===== src/core/nad_pkg.sv =====
// Shared constants, states and carriers of the adapter control block
package nad_pkg;
   // ==========================================
   // Timing
   localparam int CLK_PERIOD_NS  = 20;
   localparam int DMA_PERIOD_NS  = 7250;
   localparam int DMA_PERIOD_CYC = DMA_PERIOD_NS / CLK_PERIOD_NS;
   localparam int OVR_LIMIT_NS   = 5900;
   localparam int OVR_LIMIT_CYC  = OVR_LIMIT_NS / CLK_PERIOD_NS;
   localparam int HOST_DONE_NS   = 12000;
   localparam int HOST_DONE_CYC  = HOST_DONE_NS / CLK_PERIOD_NS;
   // ==========================================
   // Sizes and values
   localparam logic [3:0] RETRY_DEFAULT = 4'hA;
   localparam logic [3:0] SYNC_LAST     = RETRY_DEFAULT;
   localparam logic [1:0] CMD_LAST      = 2'h2;
   localparam int         ROM_AW        = 11;
   localparam logic [10:0] ROM_LAST     = 11'h7FF;
   localparam int         SOCKETS       = 4;
   localparam int         FIFO_W        = 8;
   localparam int         FIFO_DEPTH    = 32;
   localparam int         SW_SETTLE     = 3;
   // ==========================================
   // States
   typedef enum logic [3:0] {
      I_SWITCH = 4'h0, I_LED = 4'h1, I_LINK = 4'h2, I_SOCK = 4'h3,
      I_ZERO = 4'h4, I_ROM = 4'h5, I_CHECK = 4'h6, I_HALT = 4'h7,
      I_VARS = 4'h8, I_RXEN = 4'h9, I_SYNC = 4'hA, I_IDLE = 4'hB,
      I_SERVICE = 4'hC
   } nad_init_t;
   typedef enum logic [1:0] {
      D_IDLE = 2'h0, D_WAIT_GO = 2'h1, D_WAIT_DONE = 2'h2
   } nad_dma_t;
   // ==========================================
   // Carriers
   typedef struct packed {
      logic [7:0] data;
      logic       sync;
   } nad_tx_t;
   typedef struct packed {
      logic [7:0] src;
      logic       parity;
      logic       resync;
   } nad_rxpkt_t;
   typedef struct packed {
      logic [7:0] tx;
      logic [7:0] rx;
      logic [7:0] ovr;
   } nad_count_t;
endpackage : nad_pkg


===== src/core/nad_top.sv =====
// Adapter control: command intake, host DMA with overrun watch, power-up
//
// Summary of operation
// - Host sends each command as three address bytes, each by ready/strobe handshake.
// - Each command byte passes through one single-byte holding register in turn.
// - While a message is active, start a host DMA cycle every 7.25 us.
// - Flag overrun when grant has not returned high within 5.9 us of request.
// - Flag overrun when grant never went low within 5.9 us of request.
// - Overrun blocks link traffic, alerts processor, suppresses next DMA cycle start.
// - After overrun restart block transfer; for receive withhold acknowledgement silently.
// - Power-up reads switches into own node, lights indicator, sets link mode.
// - Initialization clears receive sockets, event counters and parity table.
// - Program memory intact only when low byte of byte sum is zero.
// - Check passed: indicator off, continue; failed: halt with indicator lit.
// - Then set variables, enable link reception, broadcast resync packets.
// - Send eleven resync packets: default retry count ten plus one.
// - Received resync packet clears sender entry in own parity table.
// - Indicator flickers on every transmitted packet in normal operation.
// - Host initialize runs power-up sequence and returns own node number.
// - When initialized, wait for command or packet, service it, wait again.
// - Direction line shows host write or read during each DMA cycle.
`timescale 1ns/1ns

module nad_fifo #(parameter int WIDTH = 8, parameter int DEPTH = 32) (
   input  wire logic             ref_clk_in,
   input  wire logic             reset_n_in,
   input  wire logic             in_valid_in,
   input  wire logic [WIDTH-1:0] in_data_in,
   output logic                  in_ready_out,
   output logic                  out_valid_out,
   output logic [WIDTH-1:0]      out_data_out,
   input  wire logic             out_ready_in
);
   localparam int AW = $clog2(DEPTH);
   logic [WIDTH-1:0] mem [DEPTH];
   logic [AW-1:0]    wr_ptr;
   logic [AW-1:0]    rd_ptr;
   logic [AW:0]      count;
   logic [AW:0]      next_count;
   logic             push;
   logic             pop;

   assign push = in_valid_in && in_ready_out;
   assign pop = out_valid_out && out_ready_in;
   assign next_count = count + (AW+1)'(push) - (AW+1)'(pop);
   assign out_data_out = mem[rd_ptr];

   always_ff @(posedge ref_clk_in) begin
      if (push) begin
         mem[wr_ptr] <= in_data_in;
      end
   end

   always_ff @(posedge ref_clk_in or negedge reset_n_in) begin
      if (!reset_n_in) begin
         wr_ptr        <= '0;
         rd_ptr        <= '0;
         count         <= '0;
         in_ready_out  <= 1'b0;
         out_valid_out <= 1'b0;
      end else begin
         wr_ptr        <= wr_ptr + AW'(push);
         rd_ptr        <= rd_ptr + AW'(pop);
         count         <= next_count;
         in_ready_out  <= next_count != (AW+1)'(DEPTH);
         out_valid_out <= next_count != '0;
      end
   end
endmodule : nad_fifo

module nad_top import nad_pkg::*; (
   input  wire logic            ref_clk_in,
   input  wire logic            reset_n_in,
   input  wire logic            cmd_strobe_in,
   input  wire logic [7:0]      cmd_data_in,
   output logic                 cmd_ready_out,
   output logic                 cmd_valid_out,
   output logic [23:0]          cmd_vector_out,
   input  wire logic            dma_grant_n,
   input  wire logic [7:0]      dma_data_in,
   output logic                 dma_request_line,
   output logic                 dma_dir_out,
   output logic [7:0]           dma_data_out,
   input  wire logic            msg_active_in,
   input  wire logic            msg_tx_in,
   input  wire logic            rx_valid_in,
   input  wire logic [7:0]      rx_data_in,
   output logic                 rx_ready_out,
   output nad_tx_t              tx_out,
   output logic                 tx_valid_out,
   input  wire logic            tx_ready_in,
   input  wire logic            rx_pkt_valid_in,
   input  wire nad_rxpkt_t      rx_pkt_in,
   output logic                 dup_out,
   output logic                 overrun_out,
   input  wire logic            overrun_clear_in,
   output logic                 ack_withhold_out,
   output logic                 restart_out,
   input  wire logic [7:0]      addr_switch_in,
   output logic [7:0]           own_node_out,
   output logic                 led_out,
   output logic                 link_mode_out,
   output logic                 link_rx_enable_out,
   output logic [SOCKETS-1:0]   socket_active_out,
   input  wire logic [SOCKETS-1:0] socket_setup_in,
   output logic [ROM_AW-1:0]    rom_addr_out,
   input  wire logic [7:0]      rom_data_in,
   input  wire logic            init_cmd_in,
   output logic                 node_return_valid_out,
   output nad_count_t           count_out,
   output logic                 idle_out
);
   localparam int OVR_A = OVR_LIMIT_CYC + 1;
   localparam int PER_A = DMA_PERIOD_CYC - 1;

   // ==========================================
   // Pin synchronisers
   logic [24:0] sync_1;
   logic [24:0] sync_2;
   logic        strobe_d;
   always_ff @(posedge ref_clk_in or negedge reset_n_in) begin
      if (!reset_n_in) begin
         sync_1   <= {17'h00000, 1'b1, 7'h00};
         sync_2   <= {17'h00000, 1'b1, 7'h00};
         strobe_d <= 1'b0;
      end else begin
         sync_1   <= {cmd_strobe_in, cmd_data_in, dma_data_in, dma_grant_n, addr_switch_in[6:0]};
         sync_2   <= sync_1;
         strobe_d <= sync_2[24];
      end
   end
   logic [7:0] sw_s;
   logic [7:0] sw_hi;
   always_ff @(posedge ref_clk_in or negedge reset_n_in) begin
      if (!reset_n_in) begin
         sw_hi <= 8'h00;
         sw_s  <= 8'h00;
      end else begin
         sw_hi <= {7'h00, addr_switch_in[7]};
         sw_s  <= {sw_hi[0], sync_2[6:0]};
      end
   end
   logic       grant_n_s;
   logic [7:0] host_byte_s;
   logic [7:0] cmd_byte_s;
   logic       take;
   assign grant_n_s = sync_2[7];
   assign host_byte_s = sync_2[15:8];
   assign cmd_byte_s = sync_2[23:16];
   assign take = sync_2[24] && !strobe_d && cmd_ready_out;

   nad_init_t state;
   logic      tx_fire;
   assign tx_fire = tx_valid_out && tx_ready_in;

   // ==========================================
   // Command intake
   logic [7:0] hold_byte;
   logic       hold_full;
   logic [1:0] cmd_cnt;
   always_ff @(posedge ref_clk_in or negedge reset_n_in) begin
      if (!reset_n_in) begin
         hold_byte      <= 8'h00;
         hold_full      <= 1'b0;
         cmd_cnt        <= 2'h0;
         cmd_ready_out  <= 1'b0;
         cmd_valid_out  <= 1'b0;
         cmd_vector_out <= 24'h000000;
      end else begin
         cmd_valid_out <= 1'b0;
         cmd_ready_out <= (state == I_IDLE) && !take && !hold_full;
         hold_full     <= take;
         if (take) begin
            hold_byte <= cmd_byte_s;
         end
         if (hold_full) begin
            cmd_vector_out <= {cmd_vector_out[15:0], hold_byte};
            cmd_cnt        <= (cmd_cnt == CMD_LAST) ? 2'h0 : cmd_cnt + 2'h1;
            cmd_valid_out  <= cmd_cnt == CMD_LAST;
         end
      end
   end

   // ==========================================
   // Receive buffer toward host memory
   logic       fifo_valid;
   logic [7:0] fifo_data;
   logic       dma_start;
   logic       fifo_pop;
   assign fifo_pop = dma_start && !msg_tx_in;
   nad_fifo #(.WIDTH(FIFO_W), .DEPTH(FIFO_DEPTH)) u_fifo (
      .ref_clk_in   (ref_clk_in),
      .reset_n_in   (reset_n_in),
      .in_valid_in  (rx_valid_in && link_rx_enable_out && !overrun_out),
      .in_data_in   (rx_data_in),
      .in_ready_out (rx_ready_out),
      .out_valid_out(fifo_valid),
      .out_data_out (fifo_data),
      .out_ready_in (fifo_pop)
   );

   // ==========================================
   // Host DMA engine and overrun watch
   nad_dma_t   dma_state;
   logic [8:0] period_cnt;
   logic [9:0] dma_timer;
   logic       ovr_set;
   logic       timeout;
   logic       dma_done;
   assign timeout = dma_timer == 10'(OVR_LIMIT_CYC - 1);
   assign ovr_set = (dma_state != D_IDLE) && timeout;
   assign dma_done = (dma_state == D_WAIT_DONE) && grant_n_s && !timeout;
   assign dma_start = (dma_state == D_IDLE) && msg_active_in && !overrun_out
                      && (period_cnt == 9'(DMA_PERIOD_CYC - 1))
                      && (msg_tx_in ? !tx_valid_out : fifo_valid);

   always_ff @(posedge ref_clk_in or negedge reset_n_in) begin
      if (!reset_n_in) begin
         period_cnt <= 9'h000;
      end else if (!msg_active_in || dma_start) begin
         period_cnt <= 9'h000;
      end else if (period_cnt != 9'(DMA_PERIOD_CYC - 1) && !overrun_out) begin
         period_cnt <= period_cnt + 9'h001;
      end
   end

   always_ff @(posedge ref_clk_in or negedge reset_n_in) begin
      if (!reset_n_in) begin
         dma_state        <= D_IDLE;
         dma_timer        <= 10'h000;
         dma_request_line <= 1'b0;
         dma_dir_out      <= 1'b0;
         dma_data_out     <= 8'h00;
      end else begin
         dma_timer <= (dma_state == D_IDLE) ? 10'h000 : dma_timer + 10'h001;
         case (dma_state)
            D_IDLE: begin
               if (dma_start) begin
                  dma_state        <= D_WAIT_GO;
                  dma_request_line <= 1'b1;
                  dma_dir_out      <= !msg_tx_in;
                  dma_data_out     <= fifo_data;
               end
            end
            D_WAIT_GO: begin
               if (ovr_set) begin
                  dma_state        <= D_IDLE;
                  dma_request_line <= 1'b0;
               end else if (!grant_n_s) begin
                  dma_state <= D_WAIT_DONE;
               end
            end
            D_WAIT_DONE: begin
               if (ovr_set || dma_done) begin
                  dma_state        <= D_IDLE;
                  dma_request_line <= 1'b0;
               end
            end
            default: begin
               dma_state        <= D_IDLE;
               dma_request_line <= 1'b0;
            end
         endcase
      end
   end

   always_ff @(posedge ref_clk_in or negedge reset_n_in) begin
      if (!reset_n_in) begin
         overrun_out      <= 1'b0;
         ack_withhold_out <= 1'b0;
         restart_out      <= 1'b0;
      end else begin
         restart_out <= overrun_out && overrun_clear_in && !ack_withhold_out;
         if (ovr_set) begin
            overrun_out <= 1'b1;
            ack_withhold_out <= dma_dir_out;
         end else if (overrun_clear_in) begin
            overrun_out      <= 1'b0;
            ack_withhold_out <= 1'b0;
         end
      end
   end

   // ==========================================
   // Power-up and initialize sequence
   logic [10:0] step_cnt;
   logic [7:0]  rom_sum;
   logic        rom_rd_d;
   logic        init_pending;
   logic [3:0]  sync_sent;
   logic        rom_ok;
   assign rom_ok = (rom_sum + rom_data_in) == 8'h00;

   always_ff @(posedge ref_clk_in or negedge reset_n_in) begin
      if (!reset_n_in) begin
         state <= I_SWITCH;
         step_cnt <= 11'h000;
         rom_addr_out <= '0;
         rom_sum <= 8'h00;
         rom_rd_d <= 1'b0;
         init_pending <= 1'b0;
         sync_sent <= 4'h0;
         own_node_out <= 8'h00;
         led_out <= 1'b0;
         link_mode_out <= 1'b0;
         link_rx_enable_out <= 1'b0;
         node_return_valid_out <= 1'b0;
      end else begin
         rom_rd_d <= state == I_ROM;
         node_return_valid_out <= 1'b0;
         if (rom_rd_d) begin
            rom_sum <= rom_sum + rom_data_in;
         end
         if (init_cmd_in && state == I_IDLE) begin
            state <= I_SWITCH;
            init_pending <= 1'b1;
            step_cnt <= 11'h000;
         end else begin
            case (state)
               I_SWITCH: begin
                  step_cnt <= step_cnt + 11'h001;
                  if (step_cnt == 11'(SW_SETTLE)) begin
                     own_node_out <= sw_s;
                     state <= I_LED;
                  end
               end
               I_LED: begin
                  led_out <= 1'b1;
                  state <= I_LINK;
               end
               I_LINK: begin
                  link_mode_out <= 1'b1;
                  link_rx_enable_out <= 1'b0;
                  state <= I_SOCK;
               end
               I_SOCK: state <= I_ZERO;
               I_ZERO: begin
                  step_cnt <= 11'h000;
                  rom_addr_out <= '0;
                  rom_sum <= 8'h00;
                  state <= I_ROM;
               end
               I_ROM: begin
                  rom_addr_out <= rom_addr_out + 11'h001;
                  if (rom_addr_out == ROM_LAST) begin
                     state <= I_CHECK;
                  end
               end
               I_CHECK: begin
                  led_out <= !rom_ok;
                  state <= rom_ok ? I_VARS : I_HALT;
               end
               I_HALT: led_out <= 1'b1;
               I_VARS: begin
                  sync_sent <= 4'h0;
                  state <= I_RXEN;
               end
               I_RXEN: begin
                  link_rx_enable_out <= 1'b1;
                  state <= I_SYNC;
               end
               I_SYNC: begin
                  led_out <= tx_fire;
                  if (tx_fire && tx_out.sync) begin
                     sync_sent <= sync_sent + 4'h1;
                     if (sync_sent == SYNC_LAST) begin
                        state <= I_IDLE;
                        node_return_valid_out <= init_pending;
                        init_pending <= 1'b0;
                     end
                  end
               end
               I_IDLE: begin
                  led_out <= tx_fire;
                  if (cmd_valid_out || rx_pkt_valid_in) begin
                     state <= I_SERVICE;
                  end
               end
               I_SERVICE: begin
                  led_out <= tx_fire;
                  state <= I_IDLE;
               end
               default: state <= I_SWITCH;
            endcase
         end
      end
   end
   // Registered flag that the main-loop state is I_IDLE, one cycle behind
   always_ff @(posedge ref_clk_in or negedge reset_n_in) begin
      if (!reset_n_in) begin
         idle_out <= 1'b0;
      end else begin
         idle_out <= state == I_IDLE;
      end
   end

   // ==========================================
   // Transmit path, sockets, counters and parity table
   logic [255:0] parity_tbl;
   always_ff @(posedge ref_clk_in or negedge reset_n_in) begin
      if (!reset_n_in) begin
         tx_valid_out <= 1'b0;
         tx_out <= '0;
         socket_active_out <= '0;
         count_out <= '0;
         parity_tbl <= '0;
         dup_out <= 1'b0;
      end else begin
         if (tx_fire) begin
            tx_valid_out <= 1'b0;
         end else if (state == I_SYNC && !tx_valid_out) begin
            tx_valid_out <= 1'b1;
            tx_out <= '{data: own_node_out, sync: 1'b1};
         end else if (dma_done && !dma_dir_out) begin
            tx_valid_out <= 1'b1;
            tx_out <= '{data: host_byte_s, sync: 1'b0};
         end
         if (state == I_SOCK) begin
            socket_active_out <= '0;
         end else begin
            socket_active_out <= socket_active_out | socket_setup_in;
         end
         if (state == I_ZERO) begin
            count_out <= '0;
            parity_tbl <= '0;
         end else begin
            count_out.tx <= count_out.tx + 8'(tx_fire);
            count_out.ovr <= count_out.ovr + 8'(ovr_set);
            count_out.rx <= count_out.rx + 8'(rx_pkt_valid_in && link_rx_enable_out);
            if (rx_pkt_valid_in && link_rx_enable_out) begin
               if (rx_pkt_in.resync) begin
                  parity_tbl[rx_pkt_in.src] <= 1'b0;
                  dup_out <= 1'b0;
               end else begin
                  dup_out <= parity_tbl[rx_pkt_in.src] == rx_pkt_in.parity;
                  parity_tbl[rx_pkt_in.src] <= rx_pkt_in.parity;
               end
            end
         end
      end
   end
endmodule : nad_top


===== config.mk =====
export PLATFORM = sky130hd
export DESIGN_NAME = nad_top
export DESIGN_NICKNAME = d
export VERILOG_FILES = /design/src/core/nad_pkg.sv /design/src/core/nad_top.sv
export SDC_FILE = /design/constraint.sdc
export NUM_CORES = 1
export LEC_CHECK = 0
export ABC_AREA = 1
export BUFFER_PORTS_ARGS = -buffer_cell sky130_fd_sc_hd__buf_2
export CAP_MARGIN = 20
export CORE_ASPECT_RATIO = 0.8
export CORE_MARGIN = 1.5
export CORE_UTILIZATION = 54
export CTS_CLUSTER_SIZE = 30
export DETAILED_ROUTE_END_ITERATION = 10
export PLACE_DENSITY = 0.71
export SLEW_MARGIN = 30
export SYNTH_ARGS = -nofsm -noshare
export SYNTH_HDL_FRONTEND = slang
export SYNTH_HIERARCHICAL = 1
export SYNTH_SLANG_ARGS = --single-unit

===== constraint.sdc =====
create_clock -name ref_clk_in -period 5.8 [get_ports ref_clk_in]
set_clock_uncertainty 0.2 [all_clocks]
set_input_delay 0.29 -clock ref_clk_in [delete_from_list [all_inputs] [get_ports ref_clk_in]]
set_output_delay 0.29 -clock ref_clk_in [all_outputs]
set_load 0.02 [all_outputs]

==> results of run 1 <==
[worst register-to-register path: stages (launching register included)]
cell and delay (ns):
dfrtp_1 0.38, inv_1 0.09, ha_1 0.16, nand4_1 0.09, nor4_1 0.38, nand2_1 0.54
nor2_1 0.38, nand2_1 0.18, nand2_1 0.11, nand2_1 0.05, ha_1 0.20, fa_1 0.41
nand3_1 0.11, nand2_1 0.06, nand2_1 0.06, nand2_1 0.06, nor2_1 0.16, nand3_1 0.10
[timing repair]
| action | 4_1_cts | 5_1_grt |
|---|---|---|
| endpoints found under the hold margin | 154 | 0 |
| setup buffers | 0 | 0 |
| hold buffers | 42 | 0 |
[metrics by stage]
stage / cell area [sq um] / setup slack, ns
after floorplan: 35100 / 2.70
after global placement: 36300 / 1.96
after detailed placement: 36300 / 1.96
after CTS: 39300 / 1.93
after global routing: 39400 / 1.66
final: 39400 / 1.95
[per-layer routing]
| layer | track usage | part of all wire | up-vias | routed length, um |
|---|---|---|---|---|
| met3 | 0.0508 | 0.081 | 130 | 7330 |
| met4 | 0.0723 | 0.019 | 2 | 1700 |
| li1 | - | - | 13400 | - |
| met1 | 0.421 | 0.47 | 13600 | 42300 |
| met2 | 0.395 | 0.43 | 1029 | 39200 |
| met5 | 0 | 0.00014 | - | 13 |
[final cells by class]
type	instances	area (sq um)
fill	5466	24900
sequential	753	20100
multi-input combinational	2680	12900
clock buffer	114	2270
timing repair buffer	254	1720
inverter	280	1070
tap	850	1060
clock inverter	28	273
antenna	1	2.50
[cells by family after synthesis]
family,share of synthesized area
AO/OA/AOI/OAI,0.117
buffers and inverters,0.0608
multiplexers,0.00769
AND/OR/NAND/NOR,0.226
adder cells (fa/ha/maj),0.0115
flip-flops,0.573
XOR/XNOR,0.00474
[registers in the layout (all words and copies together) (netlist names), 4 cells and up]
signal	count
dma_data_out	8
sw_s	8
state	4
sync_sent	4
rom_sum	8
period_cnt	9
step_cnt	11
sync_2	25
rom_addr_out	11
tx_out	9
u_fifo/mem	256
u_fifo/rd_ptr	5
count_out	24
socket_active_out	4
hold_byte	8
u_fifo/wr_ptr	5
u_fifo/count	6
sync_1	25
parity_tbl	256
own_node_out	8
cmd_vector_out	24
dma_timer	10
[how the worst min path moves through the flow]
stage / startpoint / endpoint / slack (ns)
after global routing: rx_data_in[5] / u_fifo/mem[5][5] / 0.04
final: rx_data_in[3] / u_fifo/mem[5][3] / 0.01
after CTS: rom_data_in[1] / rom_sum[2] / 0.002
after floorplan: reset_n_in / ack_withhold_out / -0.21
after detailed placement: sync_1[13] / sync_2[13] / 0.13
after global placement: sync_2[5] / sw_s[5] / 0.13
[power by group through the flow]
stage | clock network, mW | logic [mW] | registers [mW]
after global placement | 0 | 2.02 | 6.25
after global routing | 5.27 | 2.35 | 6.20
final | 4.98 | 2.11 | 6.15
after floorplan | 0 | 1.23 | 6.36
after detailed placement | 0 | 2.06 | 6.25
after CTS | 5.07 | 2.09 | 6.15
[layout by cell type, fill, tap and decap left out, types with 42 or more instances in the layout]
cell type and count:
dfrtp_1 493, clkbuf_16 79, buf_2 164, a21oi_1 77, inv_1 266, o21ai_0 267
nor2_1 202, dlygate4sd3_1 42, o211ai_1 270, edfxtp_1 256, nand3_1 284, nand2_1 1328
nor3_1 42
==> summary.txt, run 1 <==
Outcome
  – Outcome: completed

Worst setup path
  – Crit-path leading delay family: simple AND/OR/NAND/NOR gates
  – Cell Chain, Critical Path: inv_1 -> ha_1 -> nand4_1 -> nor4_1 -> nand2_1 -> nor2_1 -> nand2_1 -> nand2_1 -> nand2_1 -> ha_1 -> fa_1 -> nand3_1 -> nand2_1 -> nand2_1 -> nand2_1 -> nor2_1 -> nand3_1
  – RR Startpoint: period_cnt[1]
  – Worst R2R Path Depth: 17
  – Worst-path maximum fanout: 13
  – R2r endpoint: u_fifo/in_ready_out
  – CP arrival: 4.14 ns
  – CP endpoint: u_fifo/in_ready_out
  – Worst path max stage delay: 0.54 ns
  – Top cell by count, worst path: nand2_1
  – Worst setup path class: register to register
  – Worst Setup SP: period_cnt[1]
  – Buffers & Inverters on Critical Path: 1
  – Critical path launch point type: register
  – Crit. End Element: register
  – Flop-to-flop setup slack: 1.95 ns
  – Slowest CP cell: nand2_1
  – Cell count along the critical path: 17
  – Required time of the worst setup path: 6.09 ns

Timing
  – Slew @ Worst Pin: 1.00 ns
  – Fmax: 260 MHz
  – Setup TNS Final: 0 ns
  – Worst slew margin: 0.328
  – Crit path time final: 3.85 ns
  – Fin. max-slew vios: 0
  – Hold Slack: 0.0139 ns
  – RSZ-0062 raised after global routing: false
  – Final Cycle Share: 0.664
  – Final setup vio count: 0
  – Final hold violations: 0

Worst hold path
  – Hold path depth: 1
  – Worst hold-check path type: primary input to register

Synthesis
  – Cells after Synth: 3944
  – Flops & latches, synth: 753
  – Post-synth ARST share: 0.660
  – Synth area leaders: dfrtp_1, edfxtp_1, nand2_1
  – Number of synthesized flops with an enable pin: 256
  – Ys flop type: dfrtp_1
  – Synth area leader: dfrtp_1
  – Count leader, synth: nand2_1
  – Synthesized cell area: 35100 sq um
  – Top cell type's share of synthesized area: 0.353
  – Avg Synthesized Cell Area: 8.91 sq um
  – YS warnings: 6
  – Synthesized Nets: 4040
  – Synth top cells by count: nand2_1, dfrtp_1, nand3_1, o211ai_1
  – Unique masters post-synth: 47
  – Sequential share of the synthesized area: 0.573

Clocking
  – Worst skew pair latency: 0.64 ns
  – Clk buf depth: 3
  – Post-CTS sizing: 0
  – Clock transition at the registers of the reported paths: 0.07 ns
  – H-tree lvl count: 3
  – CTS Sinks: 753
  – Clock tree root buffer cell: clkbuf_16
  – TritonCTS clock tree: yes
  – Total CTS buffers: 77

Power
  – Power per Cell Area: 336 nW/um^2
  – Leak pwr: 17.5 nW
  – Seq pwr share: 0.465
  – Total power: 13.2 mW
  – Pint: 9.32 mW
  – Combinational Power Share: 0.159
  – Clock power share: 0.376
  – Sw Ratio: 0.296
  – Maximum VDD drop: 322 uV
  – Psw: 3.92 mW

Run
  – Max Cap Violations: 0

Global route
  – Gr ovfl total: 0
  – Initial antenna violation count: 2
  – GRT Total Usage: 0.273
  – Global-route wire length before repair: 145000 um
  – Vias in the first global route: 26.3k
  – Largest net degree at the start of global routing: 190

Placement
  – Port bufs: 167
  – Routability Congestion: 0.901
  – Dpl hpwl: 53300 um
  – DP Cell Count: 4771

Floorplanning
  – Die Height: 231 um
  – IO Count: 168
  – Core ar.: 64300 sq um
  – Starting Density: 0.547
  – Die Area: 66600 sq um
  – Rows: 83
  – Die W: 288 um

Finish
  – Share of layout cells above drive strength 1: 0.0991
  – Fin util: 0.613
  – Post-layout nets: 4142
  – Final Non-Filler Cells: 4960
  – Area growth, synth to finish: 12.2%

Route
  – DRT Wirelength: 90500 um
  – DR DRC count: 0
  – Vias: 28.2k
  – Routed Antenna Nets: 0
  – Wire per inst: 18.3 um
  – Drt first pass iters: 5
  – Drt via density: 5.69
  – 1st-iter DRT viols: 3019
(Power assumes the default switching activity.)
==> run 2: changes to the inputs <==
--- a/config.mk
+++ b/config.mk
@@ -13,7 +13,7 @@
 export CORE_UTILIZATION = 54
 export CTS_CLUSTER_SIZE = 30
 export DETAILED_ROUTE_END_ITERATION = 10
-export PLACE_DENSITY = 0.71
+export PLACE_DENSITY = 0.74
 export SLEW_MARGIN = 30
 export SYNTH_ARGS = -nofsm -noshare
 export SYNTH_HDL_FRONTEND = slang
==> constraint.sdc (replaced) <==
create_clock -name ref_clk_in -period 3.3 [get_ports ref_clk_in]
set_clock_uncertainty 0.2 [all_clocks]
set_input_delay 0.165 -clock ref_clk_in [delete_from_list [all_inputs] [get_ports ref_clk_in]]
set_output_delay 0.165 -clock ref_clk_in [all_outputs]
set_load 0.02 [all_outputs]
==> summary.txt, run 2 (synthesis gave the netlist of run 1 again) <==
Timing
  – Final Cycle Share: 0.949
  – Fmax: 319 MHz
  – Hold Slack: -0.0309 ns
  – Final WS setup: 0.169 ns
  – Crit path time final: 3.13 ns
  – Fin. max-slew vios: 0
  – Slew @ Worst Pin: 0.969 ns
  – Final hold violations: 21
  – Worst slew margin: 0.354
  – Final setup vio count: 0

Global route
  – Vias in the first global route: 27.3k
  – Initial antenna violation count: 0
  – Gr ovfl total: 0
  – Largest net degree at the start of global routing: 150
  – GRT Total Usage: 0.278
  – Global-route wire length before repair: 148000 um

Floorplanning
  – Core ar.: 64300 sq um
  – Die W: 288 um
  – Die Height: 231 um
  – Starting Density: 0.547
  – Die Area: 66600 sq um
  – IO Count: 168
  – Rows: 83

Worst setup path
  – Worst path max stage delay: 0.38 ns
  – Critical path launch point type: register
  – Slowest CP cell: dfrtp_1
  – Buffers & Inverters on Critical Path: 1
  – Cell Chain, Critical Path: inv_1 -> ha_2 -> nand4_1 -> nor4_4 -> nand2_1 -> nor2_2 -> nand2_2 -> nand2_1 -> nand2_1 -> ha_2 -> fa_2 -> nand3_1 -> nand2_1 -> nand2_1 -> nand2_1 -> nor2_2 -> nand4_1
  – Top cell by count, worst path: nand2_1
  – Required time of the worst setup path: 3.59 ns
  – Worst setup path class: register to register
  – Crit. End Element: register
  – CP arrival: 3.42 ns
  – Crit-path leading delay family: simple AND/OR/NAND/NOR gates
  – Worst-path maximum fanout: 3

Outcome
  – Outcome: finished, violations left
  – Violated checks: hold timing

Power
  – Leak pwr: 18.2 nW
  – Clock power share: 0.389
  – Total power: 24.2 mW
  – Pint: 17.2 mW
  – Power per Cell Area: 594 nW/um^2
  – Maximum VDD drop: 582 uV
  – Combinational Power Share: 0.165
  – Sw Ratio: 0.290
  – Seq pwr share: 0.447
  – Psw: 7.02 mW

Finish
  – Commonest non-fill, non-tap cell in the layout: nand2_1
  – Final instance area: 40800 sq um
  – Fin util: 0.634
  – Post-layout nets: 4250
  – Area growth, synth to finish: 16.0%
  – Share of layout cells above drive strength 1: 0.114
  – Ant. Diodes: 0
  – Most frequent cells in the layout: nand2_1, dfrtp_1, nand3_1
  – Top Registers: parity_tbl x256, u_fifo/mem x256

Clocking
  – Clock tree root buffer cell: clkbuf_16
  – TritonCTS clock tree: yes
  – Total CTS buffers: 78
  – H-tree lvl count: 3
  – CTS Sinks: 753
  – Clock transition at the registers of the reported paths: 0.06 ns
  – Clk buf depth: 3
  – Worst skew pair latency: 0.63 ns

Placement
  – Port bufs: 167
  – DP Area: 37100 sq um
  – Routability Congestion: 0.877
  – Place WS: 0.0558 ns
  – Dpl hpwl: 54600 um

Route
  – DR DRC count: 0
  – Drt via density: 5.69
  – DRT Wirelength: 92300 um
  – Drt first pass iters: 5
  – 1st-iter DRT viols: 3157
  – Wire per inst: 18.2 um
  – Routed Antenna Nets: 0
  – Vias: 28.9k

Worst hold path
  – Worst hold-check path type: primary input to asynchronous set/reset pin

Run
  – Max Cap Violations: 0
## run 2: routing by layer
layer / up-vias / GRT usage / share of wire / routed length, um
met2: 1158 / 0.413 / 0.44 / 41000
met3: 162 / 0.0502 / 0.088 / 8130
li1: 13600 / - / - / -
met4: 0 / 0.0784 / 0.022 / 2000
met5: - / 0 / 0 / 0
met1: 13900 / 0.418 / 0.45 / 41200
## run 2: per-stage QoR
| stage | instances | setup TNS [ns] |
|---|---|---|
| floorplan | 3944 | 0 |
| global placement | 4833 | 0 |
| detailed placement | 4834 | 0 |
| CTS | 5068 | 0 |
| global route | 5069 | -0.0308 |
| finish | 5069 | 0 |
## run 2: path summary, 6_finish.rpt
path	startpoint	endpoint	slack [ns]	cells past startpoint
min	reset_n_in	count_out[17]	-0.03	2
min in group ref_clk_in	rom_data_in[6]	rom_sum[6]	0.03	7
min reg2reg	sync_1[9]	sync_2[9]	0.15	0
max	period_cnt[1]	u_fifo/out_valid_out	0.17	17
max in group asynchronous	reset_n_in	parity_tbl[42]	1.98	3
max reg2reg	period_cnt[1]	u_fifo/out_valid_out	0.17	17
## run 2: final cells by class
class	instances	area, sq um
Fill cell	5198	23500
Clock buffer	111	2310
Inverter	280	1060
Sequential cell	753	20100
Multi-Input combinational cell	2680	12900
Tap cell	850	1060
Timing Repair Buffer	361	2810
Clock inverter	34	460
## run 2: power by group through the flow
stage | clock (mW) | sequential [mW] | combinational, mW
floorplan | 0 | 11.2 | 2.16
global placement | 0 | 11.0 | 3.69
detailed placement | 0 | 11.0 | 3.77
CTS | 9.56 | 10.8 | 3.90
global route | 9.91 | 10.9 | 4.39
finish | 9.40 | 10.8 | 3.98
## run 2: repair_timing
item	in CTS	in global routing
cloned	0	0
buffers inserted	0	1
endpoints found under the setup margin	1	2
pin swaps	0	3
resized for setup	1	8
hold buffers	89	0
endpoints found under the hold margin	629	0
